## config.mk

```make
export PLATFORM = sky130hd
export DESIGN_NAME = gpio_ports
export DESIGN_NICKNAME = d
export VERILOG_FILES = /design/src/core/gpio_pkg.sv /design/src/core/pin_sync.sv /design/src/core/wake_detect.sv /design/src/core/gpio_ports.sv
export SDC_FILE = /design/constraint.sdc
export NUM_CORES = 1
export LEC_CHECK = 0
export ABC_AREA = 1
export CAP_MARGIN = 20
export CORE_MARGIN = 8
export CORE_UTILIZATION = 57
export CTS_CLUSTER_DIAMETER = 50
export DETAILED_ROUTE_END_ITERATION = 10
export DONT_BUFFER_PORTS = 1
export GPL_TIMING_DRIVEN = 0
export HOLD_SLACK_MARGIN = 0.1
export PLACE_DENSITY = 0.75
export SLEW_MARGIN = 30
export SYNTH_ARGS = -nofsm -noshare
export SYNTH_HDL_FRONTEND = slang
export SYNTH_SLANG_ARGS = --single-unit
```

## constraint.sdc

```tcl
create_clock -name core_clk -period 1.2 [get_ports core_clk]
set_input_delay 0.24 -clock core_clk [delete_from_list [all_inputs] [get_ports core_clk]]
set_output_delay 0.24 -clock core_clk [all_outputs]
set_load 0.02 [all_outputs]
```

## src/core/gpio_pkg.sv

```systemverilog
/*
  package for the three-port general purpose i/o block: register selects,
  reset values, pin counts and the carrier structs.
  assumes the core presents a simple select/strobe access per register.
*/
package gpio_pkg;
  // ==========================================================
  // geometry
  localparam int PORT_W = 8;
  localparam int NPINS = 17;
  localparam int C_BIT = 0;
  // ==========================================================
  // register selects, local to this block's decode
  localparam logic [3:0] SEL_A_DATA = 4'h0;
  localparam logic [3:0] SEL_A_DIR = 4'h1;
  localparam logic [3:0] SEL_A_PU = 4'h2;
  localparam logic [3:0] SEL_A_WU = 4'h3;
  localparam logic [3:0] SEL_B_DATA = 4'h4;
  localparam logic [3:0] SEL_B_DIR = 4'h5;
  localparam logic [3:0] SEL_B_PU = 4'h6;
  localparam logic [3:0] SEL_B_WU = 4'h7;
  localparam logic [3:0] SEL_C_DATA = 4'h8;
  localparam logic [3:0] SEL_C_DIR = 4'h9;
  localparam logic [3:0] SEL_C_PU = 4'ha;
  localparam logic [3:0] SEL_C_WU = 4'hb;
  // ==========================================================
  // reset values
  localparam logic [7:0] RST_DATA = 8'hff;
  localparam logic [7:0] RST_DIR = 8'hff;
  localparam logic [7:0] RST_PU = 8'h00;
  localparam logic [7:0] RST_WU = 8'h00;
  localparam logic [7:0] C_MASK = 8'h01;
  // ==========================================================
  // carriers
  typedef struct packed {
    logic sel;
    logic wr;
    logic [3:0] addr;
    logic [7:0] wdata;
  } reg_req_t;

  typedef struct packed {
    logic [NPINS-1:0] data;
    logic [NPINS-1:0] dir;
    logic [NPINS-1:0] pu;
    logic [NPINS-1:0] wu;
  } port_regs_t;

  typedef struct packed {
    logic normal_wdt;
    logic halted;
  } sys_state_t;
endpackage : gpio_pkg

```

## src/core/pin_sync.sv

```systemverilog
/*
  two-flop synchroniser for the pin levels.
  assumes pins are asynchronous to core_clk.
*/
`timescale 1ns/1ps
module pin_sync (
  input wire logic core_clk,
  input wire logic rstn,
  input wire logic [gpio_pkg::NPINS-1:0] d,
  output logic [gpio_pkg::NPINS-1:0] q
);
  import gpio_pkg::*;
  logic [NPINS-1:0] meta_ff;
  logic [NPINS-1:0] q_ff;
  // ==========================================================
  // synchroniser; reset high matches idle pulled-up pins
  always_ff @(posedge core_clk or negedge rstn) begin
    if (!rstn) begin
      meta_ff <= '1;
      q_ff <= '1;
    end else begin
      meta_ff <= d;
      q_ff <= meta_ff;
    end
  end
  assign q = q_ff;
endmodule : pin_sync

```

## src/core/wake_detect.sv

```systemverilog
/*
  falling-edge wake detector over all pins.
  assumes synchronised pin levels and a per-pin arm mask already gated by halted in the core.
*/
`timescale 1ns/1ps
module wake_detect (
  input wire logic core_clk,
  input wire logic rstn,
  input wire logic [gpio_pkg::NPINS-1:0] lvl,
  input wire logic [gpio_pkg::NPINS-1:0] arm,
  output logic wake
);
  import gpio_pkg::*;
  logic [NPINS-1:0] prev_ff;
  logic [NPINS-1:0] fall;
  always_ff @(posedge core_clk or negedge rstn) begin
    if (!rstn) begin
      prev_ff <= '1;
    end else begin
      prev_ff <= lvl;
    end
  end
  assign fall = prev_ff & ~lvl & arm;
  assign wake = |fall;
endmodule : wake_detect

```

## src/core/gpio_ports.sv

```systemverilog
/*
  general purpose i/o: port a (8), port b (8), port c (1 pin at bit 0).
  registers reached by a per-register select with read and write strobe
  from the core's data memory decode. assumes a core-side reset type
  indication (power-on via rstn, watchdog via wdt_timeout pulse).
*/
`timescale 1ns/1ps
module gpio_ports (
  input wire logic core_clk,
  input wire logic rstn,
  input wire gpio_pkg::reg_req_t req,
  output logic [7:0] rdata,
  input wire logic wdt_timeout,
  input wire gpio_pkg::sys_state_t sys,
  input wire logic [gpio_pkg::NPINS-1:0] pin_in,
  output logic [gpio_pkg::NPINS-1:0] pin_out,
  output logic [gpio_pkg::NPINS-1:0] pin_oe,
  output logic [gpio_pkg::NPINS-1:0] pin_pullup,
  output logic wake_req
);
  import gpio_pkg::*;

  // ==========================================================
  // storage
  logic [7:0] a_data_ff, a_dir_ff, a_pu_ff, a_wu_ff;
  logic [7:0] b_data_ff, b_dir_ff, b_pu_ff, b_wu_ff;
  logic c_data_ff, c_dir_ff, c_pu_ff, c_wu_ff;
  logic [NPINS-1:0] pin_sync_lvl;
  logic [NPINS-1:0] all_data, all_dir, all_pu, all_wu;
  logic [NPINS-1:0] rd_mix;
  logic [NPINS-1:0] wake_arm;
  logic wr_en;
  logic soft_rst;

  assign wr_en = req.sel & req.wr;
  // a halted watchdog time-out is not a port reset at all
  assign soft_rst = wdt_timeout & sys.normal_wdt & ~sys.halted;

  // ==========================================================
  // pin input synchroniser
  pin_sync u_sync (
    .core_clk(core_clk),
    .rstn(rstn),
    .d(pin_in),
    .q(pin_sync_lvl)
  );

  // ==========================================================
  // port a registers
  always_ff @(posedge core_clk or negedge rstn) begin
    if (!rstn) begin
      a_data_ff <= RST_DATA;
      a_dir_ff <= RST_DIR;
      a_pu_ff <= RST_PU;
      a_wu_ff <= RST_WU;
    end else if (soft_rst) begin
      a_data_ff <= RST_DATA;
      a_dir_ff <= RST_DIR;
      a_pu_ff <= RST_PU;
      a_wu_ff <= RST_WU;
    end else if (wr_en) begin
      if (req.addr == SEL_A_DATA) a_data_ff <= req.wdata;
      if (req.addr == SEL_A_DIR) a_dir_ff <= req.wdata;
      if (req.addr == SEL_A_PU) a_pu_ff <= req.wdata;
      if (req.addr == SEL_A_WU) a_wu_ff <= req.wdata;
    end
  end

  // ==========================================================
  // port b registers
  always_ff @(posedge core_clk or negedge rstn) begin
    if (!rstn) begin
      b_data_ff <= RST_DATA;
      b_dir_ff <= RST_DIR;
      b_pu_ff <= RST_PU;
      b_wu_ff <= RST_WU;
    end else if (soft_rst) begin
      b_data_ff <= RST_DATA;
      b_dir_ff <= RST_DIR;
      b_pu_ff <= RST_PU;
      b_wu_ff <= RST_WU;
    end else if (wr_en) begin
      if (req.addr == SEL_B_DATA) b_data_ff <= req.wdata;
      if (req.addr == SEL_B_DIR) b_dir_ff <= req.wdata;
      if (req.addr == SEL_B_PU) b_pu_ff <= req.wdata;
      if (req.addr == SEL_B_WU) b_wu_ff <= req.wdata;
    end
  end

  // ==========================================================
  // port c registers, bit 0 only
  always_ff @(posedge core_clk or negedge rstn) begin
    if (!rstn) begin
      c_data_ff <= RST_DATA[C_BIT];
      c_dir_ff <= RST_DIR[C_BIT];
      c_pu_ff <= RST_PU[C_BIT];
      c_wu_ff <= RST_WU[C_BIT];
    end else if (soft_rst) begin
      c_data_ff <= RST_DATA[C_BIT];
      c_dir_ff <= RST_DIR[C_BIT];
      c_pu_ff <= RST_PU[C_BIT];
      c_wu_ff <= RST_WU[C_BIT];
    end else if (wr_en) begin
      if (req.addr == SEL_C_DATA) c_data_ff <= req.wdata[C_BIT];
      if (req.addr == SEL_C_DIR) c_dir_ff <= req.wdata[C_BIT];
      if (req.addr == SEL_C_PU) c_pu_ff <= req.wdata[C_BIT];
      if (req.addr == SEL_C_WU) c_wu_ff <= req.wdata[C_BIT];
    end
  end

  // ==========================================================
  // flattened pin view: [7:0] a, [15:8] b, [16] c
  assign all_data = {c_data_ff, b_data_ff, a_data_ff};
  assign all_dir = {c_dir_ff, b_dir_ff, a_dir_ff};
  assign all_pu = {c_pu_ff, b_pu_ff, a_pu_ff};
  assign all_wu = {c_wu_ff, b_wu_ff, a_wu_ff};

  // ==========================================================
  // per-pin drive, pull and read mux
  genvar gi;
  generate
    for (gi = 0; gi < NPINS; gi++) begin : g_pin
      assign pin_oe[gi] = ~all_dir[gi];
      assign pin_out[gi] = all_data[gi];
      // no nmos mode exists here, so input is the only pulled case
      assign pin_pullup[gi] = all_pu[gi] & all_dir[gi];
      // input reads the live (synchronised) pin, output reads the latch
      assign rd_mix[gi] = all_dir[gi] ? pin_sync_lvl[gi] : all_data[gi];
      assign wake_arm[gi] = all_wu[gi] & all_dir[gi] & sys.halted;
    end
  endgenerate

  // ==========================================================
  // read decode
  logic [7:0] rd_sel;
  always_comb begin
    rd_sel = 8'h00;
    unique case (req.addr)
      SEL_A_DATA: rd_sel = rd_mix[7:0];
      SEL_A_DIR: rd_sel = a_dir_ff;
      SEL_A_PU: rd_sel = a_pu_ff;
      SEL_A_WU: rd_sel = a_wu_ff;
      SEL_B_DATA: rd_sel = rd_mix[15:8];
      SEL_B_DIR: rd_sel = b_dir_ff;
      SEL_B_PU: rd_sel = b_pu_ff;
      SEL_B_WU: rd_sel = b_wu_ff;
      SEL_C_DATA: rd_sel = {7'h00, rd_mix[16]};
      SEL_C_DIR: rd_sel = {7'h00, c_dir_ff};
      SEL_C_PU: rd_sel = {7'h00, c_pu_ff};
      SEL_C_WU: rd_sel = {7'h00, c_wu_ff};
      default: rd_sel = 8'h00;
    endcase
  end
  // combinational read: the level is taken in the read cycle itself
  assign rdata = req.sel ? rd_sel : 8'h00;

  // ==========================================================
  // wake-up
  wake_detect u_wake (
    .core_clk(core_clk),
    .rstn(rstn),
    .lvl(pin_sync_lvl),
    .arm(wake_arm),
    .wake(wake_req)
  );
endmodule : gpio_ports

```

== After elaboration in Yosys (flattened, before gate mapping) ==
Cells that the tools add are included.
Widths: inputs -> output; s select.
Operators by class
  equal/unequal tests: 11
  muxes and demuxes: 55
  bitwise operators: 75
  reductions and logical operators: 27
Operators by type and width (number)
  $mux 8: 25
  $pmux 8 s12: 1
  $and 1x1->1: 54
  $and 17x17->17: 2
  $mux 1: 29
  $reduce_bool 2->1: 13
  $reduce_and 2->1: 12
  $not 1->1: 18
  $not 17->17: 1
  $reduce_or 17->1: 1
  $eq 4x3->1 const B: 4
  $eq 4x4->1 const B: 4
  $eq 4x2->1 const B: 2
  $eq 4x1->1 const B: 1
  $logic_not 4->1: 1
Word-level totals
  flip-flop bits (word level): 119
  input port bits: 36
  output and inout port bits: 60
  word-level logic and storage cells: 183

== Logic depth before layout (Yosys ltp) ==
Gate-level depths: netlist (run 1).
  depth in word-level cells: 4
  gate-level depth with buffers: 9
  gate-level depth less buffers: 9

== Modules after synthesis ==
From an unflattened synthesis (run 1), not the netlist that was laid out.
Second synthesis, totals
  cells, all modules: 641
  area, all modules: 5557.8 um2
By module, submodules not included
  gpio_ports: times used 1, cells an instance 551, area an instance 4008.8 um2
  pin_sync: times used 1, cells an instance 34, area an instance 893.4 um2
  wake_detect: times used 1, cells an instance 56, area an instance 655.6 um2

== Worst setup path after synthesis (run 1) ==
Ideal clock, no wire load.
  kind: register -> output
  from: register b_data_ff[1]
  to: output rdata[1]
  arrival: 1.300 ns
  data required time: 0.960 ns
  path slack: -0.340 ns
  stages on the path, launching flop included: 7
  cells stage by stage: dfstp_2 -> inv_1 -> o21ai_0 -> nand2_1 -> o21ai_0 -> nor2_1 -> a21oi_1
On the way
  longest elaborated chain between the ends: 3
RTL lines
  start, declared: RTL line gpio_ports.sv:26  | logic [7:0] b_data_ff, b_dir_ff, b_pu_ff, b_wu_ff;
  start signal, assigned: RTL line gpio_ports.sv:83  | if (req.addr == SEL_B_DATA) b_data_ff <= req.wdata;
  $mux 1: RTL line gpio_ports.sv:128  | assign rd_mix[gi] = all_dir[gi] ? pin_sync_lvl[gi] : all_data[gi];
  $pmux 8 s12: RTL line gpio_ports.sv:138  | unique case (req.addr)
  $mux 8: RTL line gpio_ports.sv:155  | assign rdata = req.sel ? rd_sel : 8'h00;
  end, declared: RTL line gpio_ports.sv:12  | output logic [7:0] rdata,
No other way between the ends.

== Worst setup path in the final report (run 1) ==
  from: register a_data_ff[2]
  to: output rdata[2]
On the way
  longest elaborated chain between the ends: 3
RTL lines
  start, declared: RTL line gpio_ports.sv:25  | logic [7:0] a_data_ff, a_dir_ff, a_pu_ff, a_wu_ff;
  start signal, assigned: RTL line gpio_ports.sv:62  | if (req.addr == SEL_A_DATA) a_data_ff <= req.wdata;
  $mux 1: RTL line gpio_ports.sv:128
  $pmux 8 s12: RTL line gpio_ports.sv:138
  $mux 8: RTL line gpio_ports.sv:155
No other way between the ends.

==> results of run 1 <==
## worst min path at each step
stage          startpoint          to  slack (ns)  cells past startpoint
4_1_cts              rstn  a_wu_ff[1]       -0.60                      0
3_3_place_gp         rstn  a_wu_ff[0]       -0.05                      0
6_report             rstn  a_pu_ff[1]       -0.59                      0
2_1_floorplan        rstn  a_pu_ff[0]       -0.06                      0
3_5_place_dp         rstn  a_wu_ff[1]       -0.05                      0
5_1_grt              rstn  a_wu_ff[1]       -0.60                      0
## power by group through the flow
stage	combinational, mW	clock (mW)	sequential [mW]
after CTS	1.88	5.07	5.35
after detailed placement	1.44	0	5.36
after global placement	1.41	0	5.33
final	2.19	5.09	5.41
after global routing	2.37	5.27	5.48
after floorplan	1.16	0	5.23
## metrics by stage
stage / std cells / cell area [µm²] / power (mW) / utilization / setup TNS, ns
floorplan: 659 / 5510 / 6.39 / - / -1.49
global placement: 788 / 5680 / 6.75 / 0.611 / -15.76
detailed placement: 788 / 5680 / 6.80 / 0.611 / -16.87
finish: 873 / 7150 / 12.7 / 0.770 / -21.24
global route: 873 / 7150 / 13.1 / 0.770 / -23.37
CTS: 867 / 6840 / 12.3 / 0.737 / -21.51
## final cells by class
class	count	area share
buffer	13	0.0138
clock buffer	21	0.0658
clock inverter	11	0.0170
inverter	110	0.0700
multi-input combinational	417	0.304
sequential	119	0.431
tap	129	0.0226
timing repair buffer	53	0.0752
## cells in the final DEF (no fill, tap or decap), drive strengths merged
cell type    instances
a21oi               11
a31oi                1
buf                 36
bufinv               2
clkbuf              22
clkinv               7
clkinvlp             2
dfrtp               34
dfstp               85
dlygate4sd3         29
inv                110
nand2              201
nand3               36
nand4                1
nor2                60
nor3                 7
o21ai              100
## cell usage after synthesis
master and number:
nand2_1 195, inv_1 102, o21ai_0 88, dfstp_2 85, nor2_1 52, nand3_1 36
dfrtp_1 34, a21oi_1 10, o21ai_1 9, inv_2 8, buf_2 7, nor2_4 7
nor3_1 7, nand2_2 6, buf_4 4, o21ai_4 3, a21oi_4 1, a31oi_1 1
buf_6 1, clkbuf_1 1, nand4_1 1, nor2_2 1
## kinds of logic (layout without fill, tap and decap cells)
| family | after synthesis | after routing | share of synthesized area |
|---|---|---|---|
| AOI/OAI and AO/OA | 112 | 112 | 0.111 |
| and+or+nand+nor | 305 | 305 | 0.233 |
| DFF | 119 | 119 | 0.565 |
| buffers and inverters | 123 | 208 | 0.0904 |
## metal layers
metal / vias to the layer above / GRT usage / wire length [µm]
li1: 2202 / - / -
met5: - / 0 / 0
met2: 258 / 0.403 / 7870
met1: 2351 / 0.294 / 6250
met3: 50 / 0.0919 / 1580
met4: 0 / 0.100 / 566
## registers in the layout, summed over array words and instances (netlist names)
name,count
a_data_ff,8
a_dir_ff,8
a_pu_ff,8
a_wu_ff,8
b_data_ff,8
b_dir_ff,8
b_pu_ff,8
b_wu_ff,8
c_data_ff,1
c_dir_ff,1
c_pu_ff,1
c_wu_ff,1
u_sync.meta_ff,17
u_sync.q,17
u_wake.prev_ff,17
## timing repair
| action | in CTS | in global routing |
|---|---|---|
| setup endpoints to repair | 60 | 61 |
| pin swaps | 19 | 18 |
| hold endpoints to repair | 195 | 119 |
| buffers inserted | 18 | 6 |
| gates resized for setup | 84 | 73 |
==> flow_summary_export.csv, run 1 <==
group,metric,value,unit
yosys,synth_top_area_cell,"dfstp_2",
floorplanning,io_pins,96,
worst_setup_path,r2r-start,"a_dir_ff[4]",
global_route,grt_max_degree,120,
timing,tightest_slew,0.587,ns
pwr,p_sw,3.94,mW
pwr,share_comb_of_total_power,0.173,
worst_setup_path,critical_path_required,0.96,ns
placement,io_buffers,0,
worst_setup_path,cp_slowest_cell,"dfstp_2",
pwr,p_seq_frac,0.426,
cts,cts.htree.levels,4,
worst_hold_path,hp-class,"input port to async pin",
cts,cts_hold_buf,29,
yosys,syn_area_per_cell,8.28,µm²
timing,hold_viol,119,
layout,num_antenna_cells,0,
floorplanning,initial_core_util,0.588,
detailed_routing,drtIter0Drc,501,
timing,clock_skew,0.00477,ns
yosys,synth_warnings,0,
cts,clkLatencyLatePin,0.53,ns
pwr,p_leak,3.34,nW
placement,dpl.hpwl,10.3,mm
cts,cts.sinks,119,
timing,setup_violations,60,
detailed_routing,wl,16.3,mm
worst_setup_path,r2r_end,"a_dir_ff[4]",
yosys,yosysSeqAreaShare,0.565,
pwr,switching_share,0.310,
global_route,antenna_found_initial,0,
detailed_routing,drc_errors,0,
worst_setup_path,endpoint,"rdata[2]",
yosys,ys_seq_elements,119,
yosys,synth_top_area_frac,0.409,
yosys,synthesis.nets,695,
floorplanning,die-area,13000,µm²
timing,rsz0062_at_grt,"yes",
worst_setup_path,crit_fanout,2,
global_route,grt_use_total,0.249,
yosys,syn_inst,659,
status,violations,"negative hold slack, negative setup slack",
floorplanning,die_width,114,µm
timing,max_freq,465,MHz
worst_setup_path,crit_path_max_incr_delay,0.61,ns
layout,multi_input_comb_area,2180,µm²
layout,n_fill_cell,620,
worst_setup_path,cp.depth,6,
placement,gp_congestion,0.921,
worst_setup_path,reg2reg_depth,3,
placement,dp_worst_setup_slack,-0.432,ns
worst_setup_path,path_class,"flip-flop to output port",
detailed_routing,drt_pass1_iterations,5,
yosys,syn-cell-area,5460,µm²
layout,drive_gt1_frac,0.382,
floorplanning,die_h,114,µm
layout,seq_area,3080,µm²
cts,tritoncts,"yes",
yosys,synth_area_leaders,"dfstp_2 (41%), dfrtp_1 (16%), nand2_1 (13%)",
cts,clk_pin_slew,0.06,ns
detailed_routing,vias,4861,
cts,cts_buffers,17,
layout,nets,767,
yosys,synth_cell_types,22,
detailed_routing,post_drt_wl_per_cell,18.6,µm
cts,clockRootBuffer,"clkbuf_8",
worst_setup_path,crit_path_cell_trace,"inv_2, o21ai_2, nand2_1, o21ai_1, nor2_1, a21oi_2",
worst_setup_path,worst-path-buf-inv,1,
worst_setup_path,cp-start-kind,"flip-flop",
timing,fin_ws,-0.951,ns
detailed_routing,vias_per_cell,5.57,
worst_setup_path,crit_family,"flip-flops",
status,status,"complete, but fails checks",
run,max_cap_violations,0,
pwr,ir_drop,1210,µV
timing,fin_crit,2.15,ns
timing,drv_slew,0,
worst_setup_path,r2r_slack,0.18,ns
worst_setup_path,critPathLaunch,"a_data_ff[2]",
worst_setup_path,cp.arrival,1.91,ns
pwr,pwr-share-clk,0.401,
floorplanning,rows,35,
detailed_routing,ant_nets,0,
timing,holdWs,-0.590,ns
cts,clockBufferDepth,2,
timing,finalCritPeriodShare,1.79,
worst_setup_path,endpoint_kind,"output port",
pwr,power.density,1780,nW/µm²
global_route,grt_pass1_wl,24.6,mm
global_route,grt_pass1_vias,4773,
global_route,grt.overflow.total,0,
timing,relSlewSlack,0.608,
pwr,p_int,8.75,mW
layout,syn_to_final_growth,31.1,%
floorplanning,design.core.area,9280,µm²
Note: power is estimated with default switching activity, not from simulation.
==> inputs of run 2 (changes only) <==
ABC_AREA = not set   (was 1)
CORE_UTILIZATION = 60   (was 57)
PLACE_DENSITY = 0.76   (was 0.75)
clock period = 2.7 ns   (was 1.2 ns; I/O delays follow)
==> flow_summary_export.csv, run 2 <==
group,metric,value,unit
status,status,"complete, but fails checks",
status,violations,"negative hold slack",
detailed_routing,vias,4366,
layout,n_fill_cell,617,
pwr,p_sw,1.26,mW
detailed_routing,drtIter0Drc,443,
timing,setup_violations,0,
layout,nets,564,
timing,tightest_slew,0.842,ns
cts,cts_buffers,17,
cts,clockBufferDepth,2,
timing,clock_skew,0.00291,ns
placement,io_buffers,0,
pwr,ir_drop,531,µV
yosys,synth_top_area_cell,"dfstp_2",
global_route,met3_usage,0.0979,
global_route,grt.overflow.total,0,
yosys,synth-edff-count,0,
cts,clkLatencyLatePin,0.53,ns
pwr,power.density,733,nW/µm²
detailed_routing,drc_errors,0,
yosys,syn_inst,491,
yosys,synthesis.nets,527,
pwr,p_leak,2.90,nW
global_route,met1_usage,0.346,
yosys,syn-cell-area,5440,µm²
floorplanning,initial_core_util,0.621,
yosys,yosys-top-cells-count,"dfstp_2 (85), mux2i_1 (55), nand2_1 (53), nor2_1 (43), dfrtp_1 (34)",
yosys,ys_async_sr_fraction,1.00,
placement,dpl.hpwl,11.3,mm
yosys,synth_cell_types,54,
yosys,ys_seq_elements,119,
cts,cts.sinks,119,
worst_setup_path,endpoint_kind,"output port",
global_route,grt_use_total,0.278,
floorplanning,design.core.area,8760,µm²
timing,relSlewSlack,0.437,
global_route,grt_use_met2,0.433,
global_route,antenna_found_initial,0,
pwr,p_int,3.49,mW
floorplanning,rows,34,
floorplanning,io_pins,96,
worst_hold_path,hp-class,"input port to async pin",
pwr,switching_share,0.265,
floorplanning,die-area,12400,µm²
yosys,yosysSeqAreaShare,0.567,
detailed_routing,wl,17.3,mm
worst_setup_path,crit_fanout,3,
worst_setup_path,cp.arrival,2.14,ns
worst_setup_path,crit_path_max_incr_delay,0.61,ns
worst_setup_path,cp-start-kind,"flip-flop",
placement,gp_congestion,0.931,
detailed_routing,post_drt_wl_per_cell,26.6,µm
floorplanning,die_width,111,µm
yosys,ys.flop_type,"dfstp_2",
cts,cts_hold_buf,17,
layout,drive_gt1_frac,0.303,
global_route,top_usage_layer,"met2",
cts,clockRootBuffer,"clkbuf_8",
worst_setup_path,crit_path_cell_trace,"or3b_4, a21oi_2, o22ai_2, a21oi_4",
global_route,grt_pass1_vias,4495,
global_route,grt_max_degree,120,
layout,layout_commonest_cell,"dfstp_2",
run,max_cap_violations,0,
timing,hold_viol,119,
worst_setup_path,cp_slowest_cell,"dfstp_2",
yosys,synth_warnings,0,
pwr,pwr-share-clk,0.472,
worst_setup_path,critical_path_required,2.16,ns
placement,dpl_cell_area,5580,µm²
cts,cts.htree.levels,4,
detailed_routing,ant_nets,0,
layout,syn_to_final_growth,19.0,%
layout,num_antenna_cells,0,
layout,finalInstanceArea,6470,µm²
cts,tritoncts,"yes",
layout,final_cell_mix,"dfstp_2 (85), mux2i_1 (55), nand2_1 (53)",
timing,drv_slew,0,
detailed_routing,vias_per_cell,6.73,
timing,fin_crit,2.68,ns
pwr,p_seq_frac,0.438,
yosys,synth_area_leaders,"dfstp_2 (41%), dfrtp_1 (16%), mux2i_1 (10%)",
pwr,share_comb_of_total_power,0.090,
yosys,synth_most_common_cell,"dfstp_2",
detailed_routing,drt_pass1_iterations,5,
yosys,synth_top_area_frac,0.411,
global_route,grt_pass1_wl,26.5,mm
cts,clk_pin_slew,0.06,ns
yosys,syn_area_per_cell,11.1,µm²
timing,max_freq,373,MHz
timing,holdWs,-0.293,ns
timing,finalCritPeriodShare,0.992,
floorplanning,die_h,111,µm
worst_setup_path,path_class,"flip-flop to output port",
-- run 2: through the flow --
stage	worst slack [ns]	utilization	TNS [ns]	power [mW]	std cells
after floorplan	0.236	-	0	2.35	491
after global placement	-0.259	0.636	-0.904	2.46	599
after detailed placement	-0.262	0.636	-0.996	2.47	599
after CTS	0.0103	0.733	0	4.72	648
after global routing	-0.0000686	0.739	-0.0000686	4.86	649
final	0.0206	0.739	0	4.75	649
-- run 2: power by group through the flow --
stage	Sequential, mW	Combinational [mW]	Clock, mW
after floorplan	2.07	0.283	0
after global placement	2.10	0.359	0
after detailed placement	2.10	0.367	0
after CTS	2.08	0.408	2.23
after global routing	2.10	0.452	2.31
final	2.08	0.426	2.24
-- run 2: cell families after synthesis --
logic type | Yosys count | synth area share
AOI/OAI and AO/OA | 60 | 0.0777
buffers and inverters | 55 | 0.0444
DFF | 119 | 0.567
muxes | 57 | 0.110
and+or+nand+nor | 200 | 0.201
-- run 2: what timing repair did --
action | CTS | global route
gates resized for setup | 21 | 9
buffers inserted | 0 | 1
endpoints found under the setup margin | 8 | 7
pin swaps | 6 | 3
hold endpoints to repair | 136 | 119
-- run 2: worst paths after layout --
check | startpoint | endpoint | slack, ns | cells past startpoint
worst max-delay path | b_data_ff[4] | rdata[4] | 0.02 | 4
worst min-delay path | rstn | a_pu_ff[0] | -0.29 | 0
worst max register to register | a_dir_ff[1] | a_dir_ff[1] | 1.63 | 2
worst min register to register | u_sync.meta_ff[14] | u_sync.q[14] | 0.35 | 0
max in group asynchronous | rstn | u_sync.q[14] | 2.73 | 0
min in group core_clk | req[0] | a_dir_ff[0] | 0.14 | 2
-- run 2: worst max-delay path: cells and delay by family, from the launching register on --
family	cells	cell delay [ns]
flip-flops	1	0.61
AO/OA/AOI/OAI	3	0.60
AND/OR/NAND/NOR	1	0.40
-- run 2: layout make-up --
type / count / area [µm²] / area share
Buffer: 35 / 173 / 0.0267
Clock buffer: 20 / 445 / 0.0688
Clock inverter: 12 / 143 / 0.0220
Inverter: 20 / 77.6 / 0.0120
Multi-Input combinational cell: 317 / 2240 / 0.346
Sequential cell: 119 / 3080 / 0.477
Tap cell: 108 / 135 / 0.0209
Timing Repair Buffer: 18 / 178 / 0.0275
-- run 2: routing by layer --
metal	wire, µm	vias up
met1	6740	2251
li1	-	1814
met2	8100	245
met3	1820	56
met4	592	0
met5	0	-
